===== src/rtl/wdt_sleep_cfg.svh =====
`ifndef WDT_SLEEP_CFG_SVH
`define WDT_SLEEP_CFG_SVH

// Register addresses
`define RSTCTL_ADDR        16'h0740
`define CFG_OSC_ADDR       24'hf80000
`define CFG_WDT_ADDR       24'hf80002
`define CFG_BROWNOUT_ADDR  24'hf80004
`define CFG_GUARD_ADDR     24'hf8000a
`define CFG_DEBUG_ADDR     24'hf8000c

// Reset-control register fields
`define RST_POWERON_BIT    0
`define RST_BROWNOUT_BIT   1
`define RST_IDLE_BIT       2
`define RST_SLEEP_BIT      3
`define RST_WDT_TO_BIT     4
`define RST_SOFT_WDT_BIT   5
`define RST_SOFTRST_BIT    6
`define RST_EXTRST_BIT     7
`define RST_LVL_LSB        8
`define RST_LVL_MSB        11
`define RST_LVD_EN_BIT     12
`define RST_BANDGAP_BIT    13
`define RSTCTL_RESET       16'h0003
`define RSTCTL_WMASK       16'h1fff

// Configuration word fields
`define CFG_WDT_EN_BIT     15
`define CFG_CKSM_MSB       15
`define CFG_CKSM_LSB       14
`define CFG_OSCSEL_MSB     10
`define CFG_OSCSEL_LSB     8
`define CFG_PWRT_MSB       1
`define CFG_PWRT_LSB       0
`define CFG_ERASED         24'h00ffff

// Timing
`define CLK_PERIOD_NS      50
`define POWER_ON_DELAY_NS            10000
`define POWER_ON_DELAY_CYC           ((`POWER_ON_DELAY_NS + `CLK_PERIOD_NS - 1) / `CLK_PERIOD_NS)
`define PLL_LOCK_DELAY_NS           20000
`define PLL_LOCK_DELAY_CYC          ((`PLL_LOCK_DELAY_NS + `CLK_PERIOD_NS - 1) / `CLK_PERIOD_NS)
`define POWERUP_TIMER_DELAY_MAX_MS       64
`define PWRT_64MS_CYC      ((`POWERUP_TIMER_DELAY_MAX_MS * 1000000) / `CLK_PERIOD_NS)
`define BANDGAP_NS         20000
`define BANDGAP_CYC        ((`BANDGAP_NS + `CLK_PERIOD_NS - 1) / `CLK_PERIOD_NS)
`define WDT_PRESCALE       32
`define WDT_COUNT_MAX      16'h00ff

`endif


===== src/rtl/wdt_sleep_pkg.sv =====
package wdt_sleep_pkg;

  typedef enum logic [2:0] {
    ST_RUN,
    ST_IDLE,
    ST_SLEEP,
    ST_WAKE_DLY,
    ST_WAIT_CLK
  } pwr_state_e;

  typedef logic [15:0] reg_word_t;
  typedef logic [23:0] cfg_word_t;
  typedef logic [2:0]  osc_sel_t;
  typedef logic [20:0] delay_cnt_t;

endpackage


===== src/rtl/watchdog_sleep_idle_control.sv =====
`timescale 1ns/1ns
`include "wdt_sleep_cfg.svh"

// Summary of operation
// - Fuse enables watchdog; erased fuse reads one
// - Enabled watchdog overflow resets device unless in Sleep or Idle
// - Time-out during Sleep wakes instead of resetting
// - Fuse clear lets soft enable bit control
// - Four-bit level field selects detect threshold
// - Enable bit powers detector; bandgap flag shows settled
// - Power-save instruction enters Sleep or Idle
// - Sleep gates CPU, peripheral clocks, stops oscillator unless low-power crystal is running
// - Sleep: monitor off, RC alive for watchdog
// - Interrupt, reset or time-out ends Sleep
// - Wake restarts previous clock source
// - Crystal waits start-up; crystal with PLL also waits lock, delays
// - Simple clock sources apply only power-on delay
// - Running low-power crystal: only power-on delay
// - Interrupt wake branches to handler, sets sleep flag
// - Clock dead after delays: trap or suspend
// - Resets wake Sleep; non-power-on resets flag sleep
// - Watchdog wake from Sleep sets both flags
// - Idle stops CPU clock only; RC kept
// - Idle wake immediate, resumes next or handler
// - Idle flag from non-power-on resets, interrupt, watchdog wake

module watchdog_sleep_idle_control #(
  parameter int unsigned PWRT_MAX_CYC = `PWRT_64MS_CYC
) (
  input  wire logic                    sys_clk_i,
  input  wire logic                    rst_n_i,
  input  wire logic [15:0]             reg_addr_i,
  input  wire logic                    reg_we_i,
  input  wire wdt_sleep_pkg::reg_word_t reg_wdata_i,
  output wdt_sleep_pkg::reg_word_t     reg_rdata_o,
  input  wire logic [23:0]             tbl_addr_i,
  output wdt_sleep_pkg::cfg_word_t     tbl_rdata_o,
  input  wire logic                    prog_we_i,
  input  wire logic                    chip_erase_i,
  input  wire wdt_sleep_pkg::cfg_word_t prog_data_i,
  input  wire logic                    power_save_instr_i,
  input  wire logic                    power_save_idle_i,
  input  wire logic                    watchdog_clear_instr_i,
  input  wire logic                    soft_reset_i,
  input  wire logic                    irq_wake_i,
  input  wire logic                    master_clear_pin_n_i,
  input  wire logic                    power_on_event_i,
  input  wire logic                    brown_out_event_i,
  input  wire logic                    osc_stable_i,
  input  wire logic                    pll_locked_i,
  input  wire logic                    low_power_rc_clock_i,
  input  wire wdt_sleep_pkg::osc_sel_t current_osc_select_i,
  input  wire logic                    src_is_crystal_i,
  input  wire logic                    src_uses_pll_i,
  input  wire logic                    src_is_low_power_crystal_i,
  input  wire logic                    low_power_crystal_on_i,
  output logic                         cpu_clk_en_o,
  output logic                         periph_clk_en_o,
  output logic                         osc_run_o,
  output logic                         low_power_rc_run_o,
  output logic                         clock_fail_monitor_on_o,
  output logic                         lvd_on_o,
  output logic [3:0]                   lvd_level_select_o,
  output wdt_sleep_pkg::osc_sel_t      restart_osc_o,
  output logic                         sys_reset_o,
  output logic                         isr_branch_o,
  output logic                         resume_next_o,
  output logic                         clk_fail_trap_o,
  output logic                         sleep_active_o,
  output logic                         idle_active_o
);
  import wdt_sleep_pkg::*;

  //////////////////////////////////////////////////////////////////////////
  // Pin synchronisers; first stage feeds only the second
  localparam int NPIN = 6;
  logic [NPIN-1:0] pin_raw;
  logic [NPIN-1:0] pin_s1_reg;
  logic [NPIN-1:0] pin_s2_reg;
  logic            rc_prev_reg;

  assign pin_raw = {low_power_rc_clock_i, pll_locked_i, osc_stable_i,
                    brown_out_event_i, power_on_event_i,
                    ~master_clear_pin_n_i};

  always_ff @(posedge sys_clk_i) begin
    if (!rst_n_i) begin
      pin_s1_reg  <= '0;
      pin_s2_reg  <= '0;
      rc_prev_reg <= 1'b0;
    end else begin
      pin_s1_reg  <= pin_raw;
      pin_s2_reg  <= pin_s1_reg;
      rc_prev_reg <= pin_s2_reg[5];
    end
  end

  wire master_clear = pin_s2_reg[0];
  wire power_on_rst = pin_s2_reg[1];
  wire brown_out    = pin_s2_reg[2];
  wire osc_ready    = pin_s2_reg[3];
  wire pll_ready    = pin_s2_reg[4];
  wire rc_tick      = pin_s2_reg[5] && !rc_prev_reg;

  //////////////////////////////////////////////////////////////////////////
  // Configuration words: altered only by logic reset, programming or erase
  cfg_word_t cfg_osc_reg;
  cfg_word_t cfg_wdt_reg;
  cfg_word_t cfg_bo_reg;
  cfg_word_t cfg_guard_reg;
  cfg_word_t cfg_dbg_reg;

  // Logic reset stands in for first power-up of an erased part
  always_ff @(posedge sys_clk_i) begin
    if (!rst_n_i || chip_erase_i) begin
      cfg_osc_reg   <= `CFG_ERASED;
      cfg_wdt_reg   <= `CFG_ERASED;
      cfg_bo_reg    <= `CFG_ERASED;
      cfg_guard_reg <= `CFG_ERASED;
      cfg_dbg_reg   <= `CFG_ERASED;
    end else if (prog_we_i) begin
      unique case (tbl_addr_i)
        `CFG_OSC_ADDR:      cfg_osc_reg   <= prog_data_i;
        `CFG_WDT_ADDR:      cfg_wdt_reg   <= prog_data_i;
        `CFG_BROWNOUT_ADDR: cfg_bo_reg    <= prog_data_i;
        `CFG_GUARD_ADDR:    cfg_guard_reg <= prog_data_i;
        `CFG_DEBUG_ADDR:    cfg_dbg_reg   <= prog_data_i;
        default:            ;
      endcase
    end
  end

  wire [1:0] cksm      = cfg_osc_reg[`CFG_CKSM_MSB:`CFG_CKSM_LSB];
  wire       clksw_en  = !cksm[1];
  wire       cfm_en    = (cksm == 2'b00);
  wire [1:0] pwrt_sel  = cfg_bo_reg[`CFG_PWRT_MSB:`CFG_PWRT_LSB];
  wire       fuse_wdt  = cfg_wdt_reg[`CFG_WDT_EN_BIT];

  cfg_word_t tbl_next;
  cfg_word_t tbl_reg;
  assign tbl_next = (tbl_addr_i == `CFG_OSC_ADDR)      ? cfg_osc_reg :
                    (tbl_addr_i == `CFG_WDT_ADDR)      ? cfg_wdt_reg :
                    (tbl_addr_i == `CFG_BROWNOUT_ADDR) ? cfg_bo_reg :
                    (tbl_addr_i == `CFG_GUARD_ADDR)    ? cfg_guard_reg :
                    (tbl_addr_i == `CFG_DEBUG_ADDR)    ? cfg_dbg_reg :
                    24'h000000;

  //////////////////////////////////////////////////////////////////////////
  // State and reset-control register
  pwr_state_e state_reg;
  pwr_state_e state_next;
  reg_word_t  rst_reg;
  reg_word_t  rst_next;
  reg_word_t  rdata_reg;
  delay_cnt_t dly_reg;
  delay_cnt_t dly_next;
  logic [10:0] bg_reg;
  logic        trap_reg;
  logic        isr_reg;
  logic        resume_reg;
  logic        sysrst_reg;
  logic        wake_irq_reg;
  logic        wdt_timeout;

  wire soft_wdt  = rst_reg[`RST_SOFT_WDT_BIT];
  wire wdt_en    = fuse_wdt || soft_wdt;
  wire lvd_en    = rst_reg[`RST_LVD_EN_BIT];
  wire in_sleep  = (state_reg == ST_SLEEP);
  wire in_idle   = (state_reg == ST_IDLE);
  wire any_ext   = power_on_rst || brown_out || master_clear;
  wire wdt_reset = wdt_timeout && !in_sleep;
  wire wdt_wake  = wdt_timeout && (in_sleep || in_idle);
  wire any_reset = any_ext || soft_reset_i || (wdt_reset && !in_idle);
  wire irq_sleep = irq_wake_i && in_sleep;
  wire irq_idle  = irq_wake_i && in_idle;
  wire reg_hit   = (reg_addr_i == `RSTCTL_ADDR);
  wire reg_wr    = reg_we_i && reg_hit;
  wire bg_done   = (bg_reg == 11'(`BANDGAP_CYC));
  wire enter_ps  = power_save_instr_i && (state_reg == ST_RUN);
  wire clk_alive = osc_ready && (!src_uses_pll_i || pll_ready);

  wdt_counter u_wdt (
    .sys_clk_i (sys_clk_i),
    .rst_n_i   (rst_n_i),
    .tick_i    (rc_tick),
    .enable_i  (wdt_en),
    .clear_i   (watchdog_clear_instr_i),
    .timeout_o (wdt_timeout)
  );

  //////////////////////////////////////////////////////////////////////////
  // Wake delay selection
  delay_cnt_t pwrt_cyc;
  delay_cnt_t wake_dly;
  wire        fast_wake;

  assign pwrt_cyc = (pwrt_sel == 2'b00) ? 21'h000000 :
                    (pwrt_sel == 2'b01) ? 21'(PWRT_MAX_CYC / 16) :
                    (pwrt_sel == 2'b10) ? 21'(PWRT_MAX_CYC / 4) :
                    21'(PWRT_MAX_CYC);
  // Running low-power crystal or non-crystal source: power-on delay only
  assign fast_wake = !src_is_crystal_i ||
                     (src_is_low_power_crystal_i &&
                      low_power_crystal_on_i);
  assign wake_dly  = fast_wake ? 21'(`POWER_ON_DELAY_CYC) :
                     21'(`POWER_ON_DELAY_CYC) + pwrt_cyc +
                     (src_uses_pll_i ? 21'(`PLL_LOCK_DELAY_CYC) : 21'h000000);

  //////////////////////////////////////////////////////////////////////////
  // Power state machine
  always_comb begin
    state_next = state_reg;
    dly_next   = dly_reg;
    unique case (state_reg)
      ST_RUN: begin
        if (enter_ps) begin
          state_next = power_save_idle_i ? ST_IDLE : ST_SLEEP;
        end
      end
      ST_IDLE: begin
        if (any_reset || irq_wake_i || wdt_timeout) begin
          state_next = ST_RUN;
        end
      end
      ST_SLEEP: begin
        if (any_reset || irq_wake_i || wdt_timeout) begin
          state_next = ST_WAKE_DLY;
          dly_next   = wake_dly;
        end
      end
      ST_WAKE_DLY: begin
        if (dly_reg > 21'h000001) begin
          dly_next = dly_reg - 21'h000001;
        end else if (fast_wake || clk_alive || cfm_en) begin
          state_next = ST_RUN;
        end else begin
          state_next = ST_WAIT_CLK;
        end
      end
      ST_WAIT_CLK: begin
        if (clk_alive) begin
          state_next = ST_RUN;
        end
      end
    endcase
  end

  wire wake_done  = (state_reg == ST_WAKE_DLY) && (state_next == ST_RUN);
  wire trap_now   = wake_done && !fast_wake && !clk_alive;
  wire clk_resume = wake_done || ((state_reg == ST_WAIT_CLK) && clk_alive);

  //////////////////////////////////////////////////////////////////////////
  // Reset-control register; hardware sets win over software writes
  always_comb begin
    rst_next = rst_reg;
    if (reg_wr) begin
      rst_next = (reg_wdata_i & `RSTCTL_WMASK) |
                 (rst_reg & ~`RSTCTL_WMASK);
    end
    rst_next[`RST_BANDGAP_BIT] = lvd_en && bg_done;
    rst_next[15:14] = 2'b00;
    if (power_on_rst) begin
      rst_next[7:0] = 8'h03;
      rst_next[`RST_SOFT_WDT_BIT] = 1'b0;
    end else begin
      if (brown_out) begin
        rst_next[`RST_BROWNOUT_BIT] = 1'b1;
        rst_next[`RST_POWERON_BIT]  = 1'b0;
      end
      if (master_clear) begin
        rst_next[`RST_EXTRST_BIT] = 1'b1;
        rst_next[`RST_WDT_TO_BIT] = 1'b0;
      end
      if (soft_reset_i) begin
        rst_next[`RST_SOFTRST_BIT] = 1'b1;
        rst_next[`RST_EXTRST_BIT]  = master_clear;
        rst_next[`RST_WDT_TO_BIT]  = 1'b0;
      end
      if (any_reset && (in_sleep || state_reg == ST_WAKE_DLY)) begin
        rst_next[`RST_SLEEP_BIT] = 1'b1;
      end
      if (any_reset && in_idle) begin
        rst_next[`RST_IDLE_BIT] = 1'b1;
      end
      if (irq_sleep || wdt_wake && in_sleep) begin
        rst_next[`RST_SLEEP_BIT] = 1'b1;
      end
      if (irq_idle || wdt_wake && in_idle) begin
        rst_next[`RST_IDLE_BIT] = 1'b1;
      end
      if (wdt_timeout) begin
        rst_next[`RST_WDT_TO_BIT] = 1'b1;
      end
    end
  end

  //////////////////////////////////////////////////////////////////////////
  // Registers
  always_ff @(posedge sys_clk_i) begin
    if (!rst_n_i) begin
      state_reg <= ST_RUN;
      dly_reg   <= '0;
      rst_reg   <= `RSTCTL_RESET;
      rdata_reg <= '0;
      tbl_reg   <= '0;
    end else begin
      state_reg <= state_next;
      dly_reg   <= dly_next;
      rst_reg   <= rst_next;
      rdata_reg <= reg_hit ? rst_reg : 16'h0000;
      tbl_reg   <= tbl_next;
    end
  end

  // Bandgap settle timer restarts whenever the detector is switched off
  always_ff @(posedge sys_clk_i) begin
    if (!rst_n_i || !lvd_en) begin
      bg_reg <= '0;
    end else if (!bg_done) begin
      bg_reg <= bg_reg + 11'h001;
    end
  end

  // Interrupt cause is held across the Sleep wake delay
  always_ff @(posedge sys_clk_i) begin
    if (!rst_n_i) begin
      wake_irq_reg <= 1'b0;
    end else if (irq_sleep && !any_reset) begin
      wake_irq_reg <= 1'b1;
    end else if (clk_resume || any_reset) begin
      wake_irq_reg <= 1'b0;
    end
  end

  always_ff @(posedge sys_clk_i) begin
    if (!rst_n_i) begin
      trap_reg   <= 1'b0;
      isr_reg    <= 1'b0;
      resume_reg <= 1'b0;
      sysrst_reg <= 1'b0;
    end else begin
      trap_reg   <= trap_now && cfm_en;
      sysrst_reg <= any_reset;
      isr_reg    <= !any_reset && (irq_idle ||
                    (clk_resume && wake_irq_reg));
      resume_reg <= !any_reset && ((in_idle && wdt_timeout && !irq_wake_i) ||
                    (clk_resume && !wake_irq_reg));
    end
  end

  //////////////////////////////////////////////////////////////////////////
  // Clock gating and power outputs
  wire stopped = in_sleep || (state_reg == ST_WAKE_DLY) ||
                 (state_reg == ST_WAIT_CLK);

  assign cpu_clk_en_o            = !stopped && !in_idle;
  assign periph_clk_en_o         = !stopped;
  assign osc_run_o               = !in_sleep ||
                                   (src_is_low_power_crystal_i &&
                                    low_power_crystal_on_i);
  assign low_power_rc_run_o      = wdt_en || (cfm_en && !in_sleep);
  assign clock_fail_monitor_on_o = cfm_en && !stopped;
  assign lvd_on_o                = lvd_en;
  assign lvd_level_select_o      = rst_reg[`RST_LVL_MSB:`RST_LVL_LSB];
  assign restart_osc_o           = clksw_en ? current_osc_select_i :
                                   cfg_osc_reg[`CFG_OSCSEL_MSB:
                                               `CFG_OSCSEL_LSB];
  assign sys_reset_o             = sysrst_reg;
  assign isr_branch_o            = isr_reg;
  assign resume_next_o           = resume_reg;
  assign clk_fail_trap_o         = trap_reg;
  assign sleep_active_o          = stopped;
  assign idle_active_o           = in_idle;
  assign reg_rdata_o             = rdata_reg;
  assign tbl_rdata_o             = tbl_reg;

endmodule


===== src/rtl/wdt_counter.sv =====
`timescale 1ns/1ns
`include "wdt_sleep_cfg.svh"

module wdt_counter (
  input  wire logic sys_clk_i,
  input  wire logic rst_n_i,
  input  wire logic tick_i,
  input  wire logic enable_i,
  input  wire logic clear_i,
  output logic      timeout_o
);

  logic [7:0]  pre_reg;
  logic [7:0]  pre_next;
  logic [15:0] cnt_reg;
  logic [15:0] cnt_next;
  logic        pre_wrap;
  logic        overflow;
  logic        timeout_reg;

  assign pre_wrap = tick_i && (pre_reg == 8'(`WDT_PRESCALE - 1));
  assign overflow = enable_i && pre_wrap && (cnt_reg == `WDT_COUNT_MAX);
  assign pre_next = (clear_i || !enable_i) ? 8'h00 :
                    pre_wrap ? 8'h00 :
                    tick_i   ? pre_reg + 8'h01 : pre_reg;
  // Restart after overflow so a waking time-out does not repeat at once
  assign cnt_next = (clear_i || !enable_i || overflow) ? 16'h0000 :
                    pre_wrap ? cnt_reg + 16'h0001 : cnt_reg;

  always_ff @(posedge sys_clk_i) begin
    if (!rst_n_i) begin
      pre_reg     <= 8'h00;
      cnt_reg     <= 16'h0000;
      timeout_reg <= 1'b0;
    end else begin
      pre_reg     <= pre_next;
      cnt_reg     <= cnt_next;
      timeout_reg <= overflow && !clear_i;
    end
  end

  assign timeout_o = timeout_reg;

endmodule


===== config.mk =====
export PLATFORM = sky130hd
export DESIGN_NAME = watchdog_sleep_idle_control
export DESIGN_NICKNAME = d
export VERILOG_FILES = /design/src/rtl/wdt_sleep_pkg.sv /design/src/rtl/watchdog_sleep_idle_control.sv /design/src/rtl/wdt_counter.sv
export VERILOG_INCLUDE_DIRS = /design/src /design/src/rtl
export SDC_FILE = /design/constraint.sdc
export NUM_CORES = 1
export LEC_CHECK = 0
export BUFFER_PORTS_ARGS = -buffer_cell sky130_fd_sc_hd__buf_2
export CAP_MARGIN = 40
export CORE_UTILIZATION = 25
export CTS_CLUSTER_DIAMETER = 150
export CTS_CLUSTER_SIZE = 10
export DETAILED_ROUTE_END_ITERATION = 12
export GPL_TIMING_DRIVEN = 0
export REMOVE_ABC_BUFFERS = 1
export SLEW_MARGIN = 20
export SYNTH_ARGS = -nofsm -noshare
export SYNTH_HDL_FRONTEND = slang
export SYNTH_SLANG_ARGS = --single-unit
export TNS_END_PERCENT = 10

===== constraint.sdc =====
create_clock -name sys_clk_i -period 2.82 [get_ports sys_clk_i]
set_clock_uncertainty 0.15 [all_clocks]
set_input_delay 0.141 -clock sys_clk_i [delete_from_list [all_inputs] [get_ports sys_clk_i]]
set_output_delay 0.141 -clock sys_clk_i [all_outputs]
set_load 0.005 [all_outputs]

==> results.json <==
{
  "drc": 0,
  "finalNetCount": 1569,
  "total_power_mw": 7.47,
  "path_cells": "or4_1 > or4_4 > o21ai_4 > a21oi_1 > a32o_1",
  "reg2reg_depth": 5,
  "htree_levels": 1,
  "power.leakage_nw": 5.98,
  "antenna_found_initial": 3,
  "p_int_mw": 5.66,
  "grt_pass1_wl_mm": 49.0,
  "slew_viol_final": 0,
  "cts_tree": "done",
  "yosysWarnings": 0,
  "netlist.area_leader.share_pct": 46.4,
  "fillers": 4413,
  "ys_types": 67,
  "die_area_sq_um": 43900,
  "outcome": "complete, no violations",
  "vias": 9773,
  "maxCapViolCount": 0,
  "pwr-share-seq_pct": 48.2,
  "start_kind": "flop",
  "p_clk_share_pct": 41.9,
  "end_kind": "flop",
  "crit_arrival_ns": 3.04,
  "drtAntennaViolNets": 0,
  "synth_edf_count": 0,
  "synth_seq_cells": 250,
  "fmax_ghz": 0.363,
  "ir_drop_mv": 0.457,
  "wirelength_mm": 31.1,
  "cp_max_fo": 12,
  "die_w_um": 210,
  "first_pass_iters": 5,
  "syn_to_final_growth_pct": 27.3,
  "post_cts_buffers": 0,
  "cts.sinks": 250,
  "start_util_pct": 25.5,
  "clk_path_buf_depth": 3,
  "rows": 75,
  "hold_viol": 0,
  "hold_depth": 5,
  "swShare_pct": 24.2,
  "insertion_delay_ns": 0.54,
  "hpwl_mm": 20.9,
  "grt_max_degree": 36,
  "clock-root-buffer": "clkbuf_16",
  "hp-class": "primary input to flop",
  "track_usage_pct": 13.8,
  "globalRoute.totalOverflow": 0,
  "synthArstFlopShare_pct": 0,
  "setup_ws_ns": 0.0629,
  "fin_crit_ns": 2.76,
  "yosys.area.top_type": "dfxtp_1",
  "place_ws_ns": -0.0836,
  "synth.yosys.seq_area_share_pct": 46.4,
  "combPwrFrac_pct": 9.9,
  "ioPinCount": 162,
  "crit_type": "flop to flop",
  "grt_pass1_vias": 9160,
  "gp_congestion": 0.835,
  "cpPeakStageDelay_ns": 0.68,
  "period_share_pct": 97.8,
  "max-slew-margin-rel_pct": 40.8,
  "core-area_sq_um": 42200,
  "syn-cell-area_sq_um": 10800,
  "drive_gt1_share_pct": 16.2,
  "cp_slowest_cell": "or4_1",
  "worstMarginPinSlew_ns": 0.886,
  "syn-instance-count": 1260,
  "synthFlopType": "dfxtp_1",
  "setup_viol": 0,
  "die_h_um": 210,
  "portBuffers": 156,
  "cts.clk_slew.worst_paths_ns": 0.06,
  "drt-wirelength-per-cell_um": 15.6,
  "rsz0062_at_grt": "false",
  "avgSynthCellArea_sq_um": 8.55,
  "via_per_inst": 4.90,
  "switching_power_mw": 1.80,
  "p_per_area_nw_per_um2": 544,
  "first_iter_violations": 678,
  "required_ns": 3.10,
  "final_cell_mix": "dfxtp_1 (250), nand2_1 (211), buf_2 (158)",
  "cts_made_buffers": 28,
  "synth_area_leaders": "dfxtp_1 (46%), mux2i_1 (8.1%), nand2_1 (7.3%)",
  "final_common_cell": "dfxtp_1"
}
Yosys cell counts (all sizes together), types with 5 or more instances:
cell type and number:
dfxtp 250, nand2 212, nor2 136, mux2i 87
a21oi 76, clkbuf 70, nand3 58, o21ai 32
and2 29, xor2 24, o22ai 20, inv 19
nand4 18, buf 17, nor3 17, nand2b 16
nor4 14, a2111oi 13, ha 12, xnor2 11
a222oi 10, and3 10, nor2b 10, or3 10
a211oi 8, or4 7, a31oi 5, and4 5
nor4b 5, o211ai 5
worst paths after layout:
check                startpoint        endpoint  slack (ns)
setup / recovery     dly_reg[4]     dly_reg[13]        0.06
hold / removal    reg_addr_i[3]  reg_rdata_o[3]        0.09
setup reg to reg     dly_reg[4]     dly_reg[13]        0.06
hold reg to reg   pin_s1_reg[1]   pin_s2_reg[1]        0.28
per-layer routing:
layer  GRT usage [%]  wire length [um]
met1            18.8             14500
met2            22.5             14100
met3            2.50              1960
met4            3.37               573
met5               0                13
what timing repair did:
| action | 4_1_cts | 5_1_grt |
|---|---|---|
| resized for setup | 1 | 1 |
| endpoints found under the setup margin | 3 | 5 |
| endpoints found under the hold margin | 169 | 0 |
| hold buffers | 65 | 0 |
power by group through the flow:
stage                     Combinational (mW)  Sequential (mW)  Clock [mW]
after floorplan                        0.359             3.67           0
after global placement                 0.601             3.67           0
after detailed placement               0.648             3.68           0
after CTS                              0.727             3.60        3.24
after global routing                   0.803             3.60        3.36
final                                  0.739             3.60        3.13
area by class of cell:
| type | instances | area [sq um] | share of cell area [%] |
|---|---|---|---|
| inverter | 19 | 71.3 | 0.520 |
| antenna | 2 | 5.00 | 0.0365 |
| sequential | 250 | 5000 | 36.5 |
| timing repair buffer | 250 | 1860 | 13.6 |
| multi-input combinational | 905 | 5370 | 39.2 |
| tap | 539 | 674 | 4.92 |
| clock buffer | 29 | 726 | 5.29 |
worst max-delay path, delay by kind of cell, from the launching register on:
family           cells  cell delay [ns]
AND/OR/NAND/NOR      2             1.31
AO/OA/AOI/OAI        3             0.86
flip-flops           1             0.33
cells by family after synthesis:
logic type,after synthesis,synth area share (%)
flip-flops,250,46.4
adder cells (fa/ha/maj),12,1.39
multiplexers,90,8.39
other,1,0.0348
AND/OR/NAND/NOR,567,25.0
XOR/XNOR,35,2.84
buffers and inverters,106,4.08
AO/OA/AOI/OAI,199,11.8
metrics by stage:
stage | util, % | hold slack, ns | std cells | TNS (ns) | cell area (sq um)
after CTS | 32.4 | 0.0590 | 1990 | 0 | 13700
final | 32.5 | 0.0862 | 1994 | 0 | 13700
after floorplan | - | 0.0577 | 1174 | -30.74 | 10400
after global routing | 32.5 | 0.0969 | 1993 | 0 | 13700
after detailed placement | 29.2 | 0.149 | 1896 | -0.192 | 12300
after global placement | 28.1 | 0.147 | 1869 | -355.20 | 11900
Note: power is estimated with default switching activity, not from simulation.
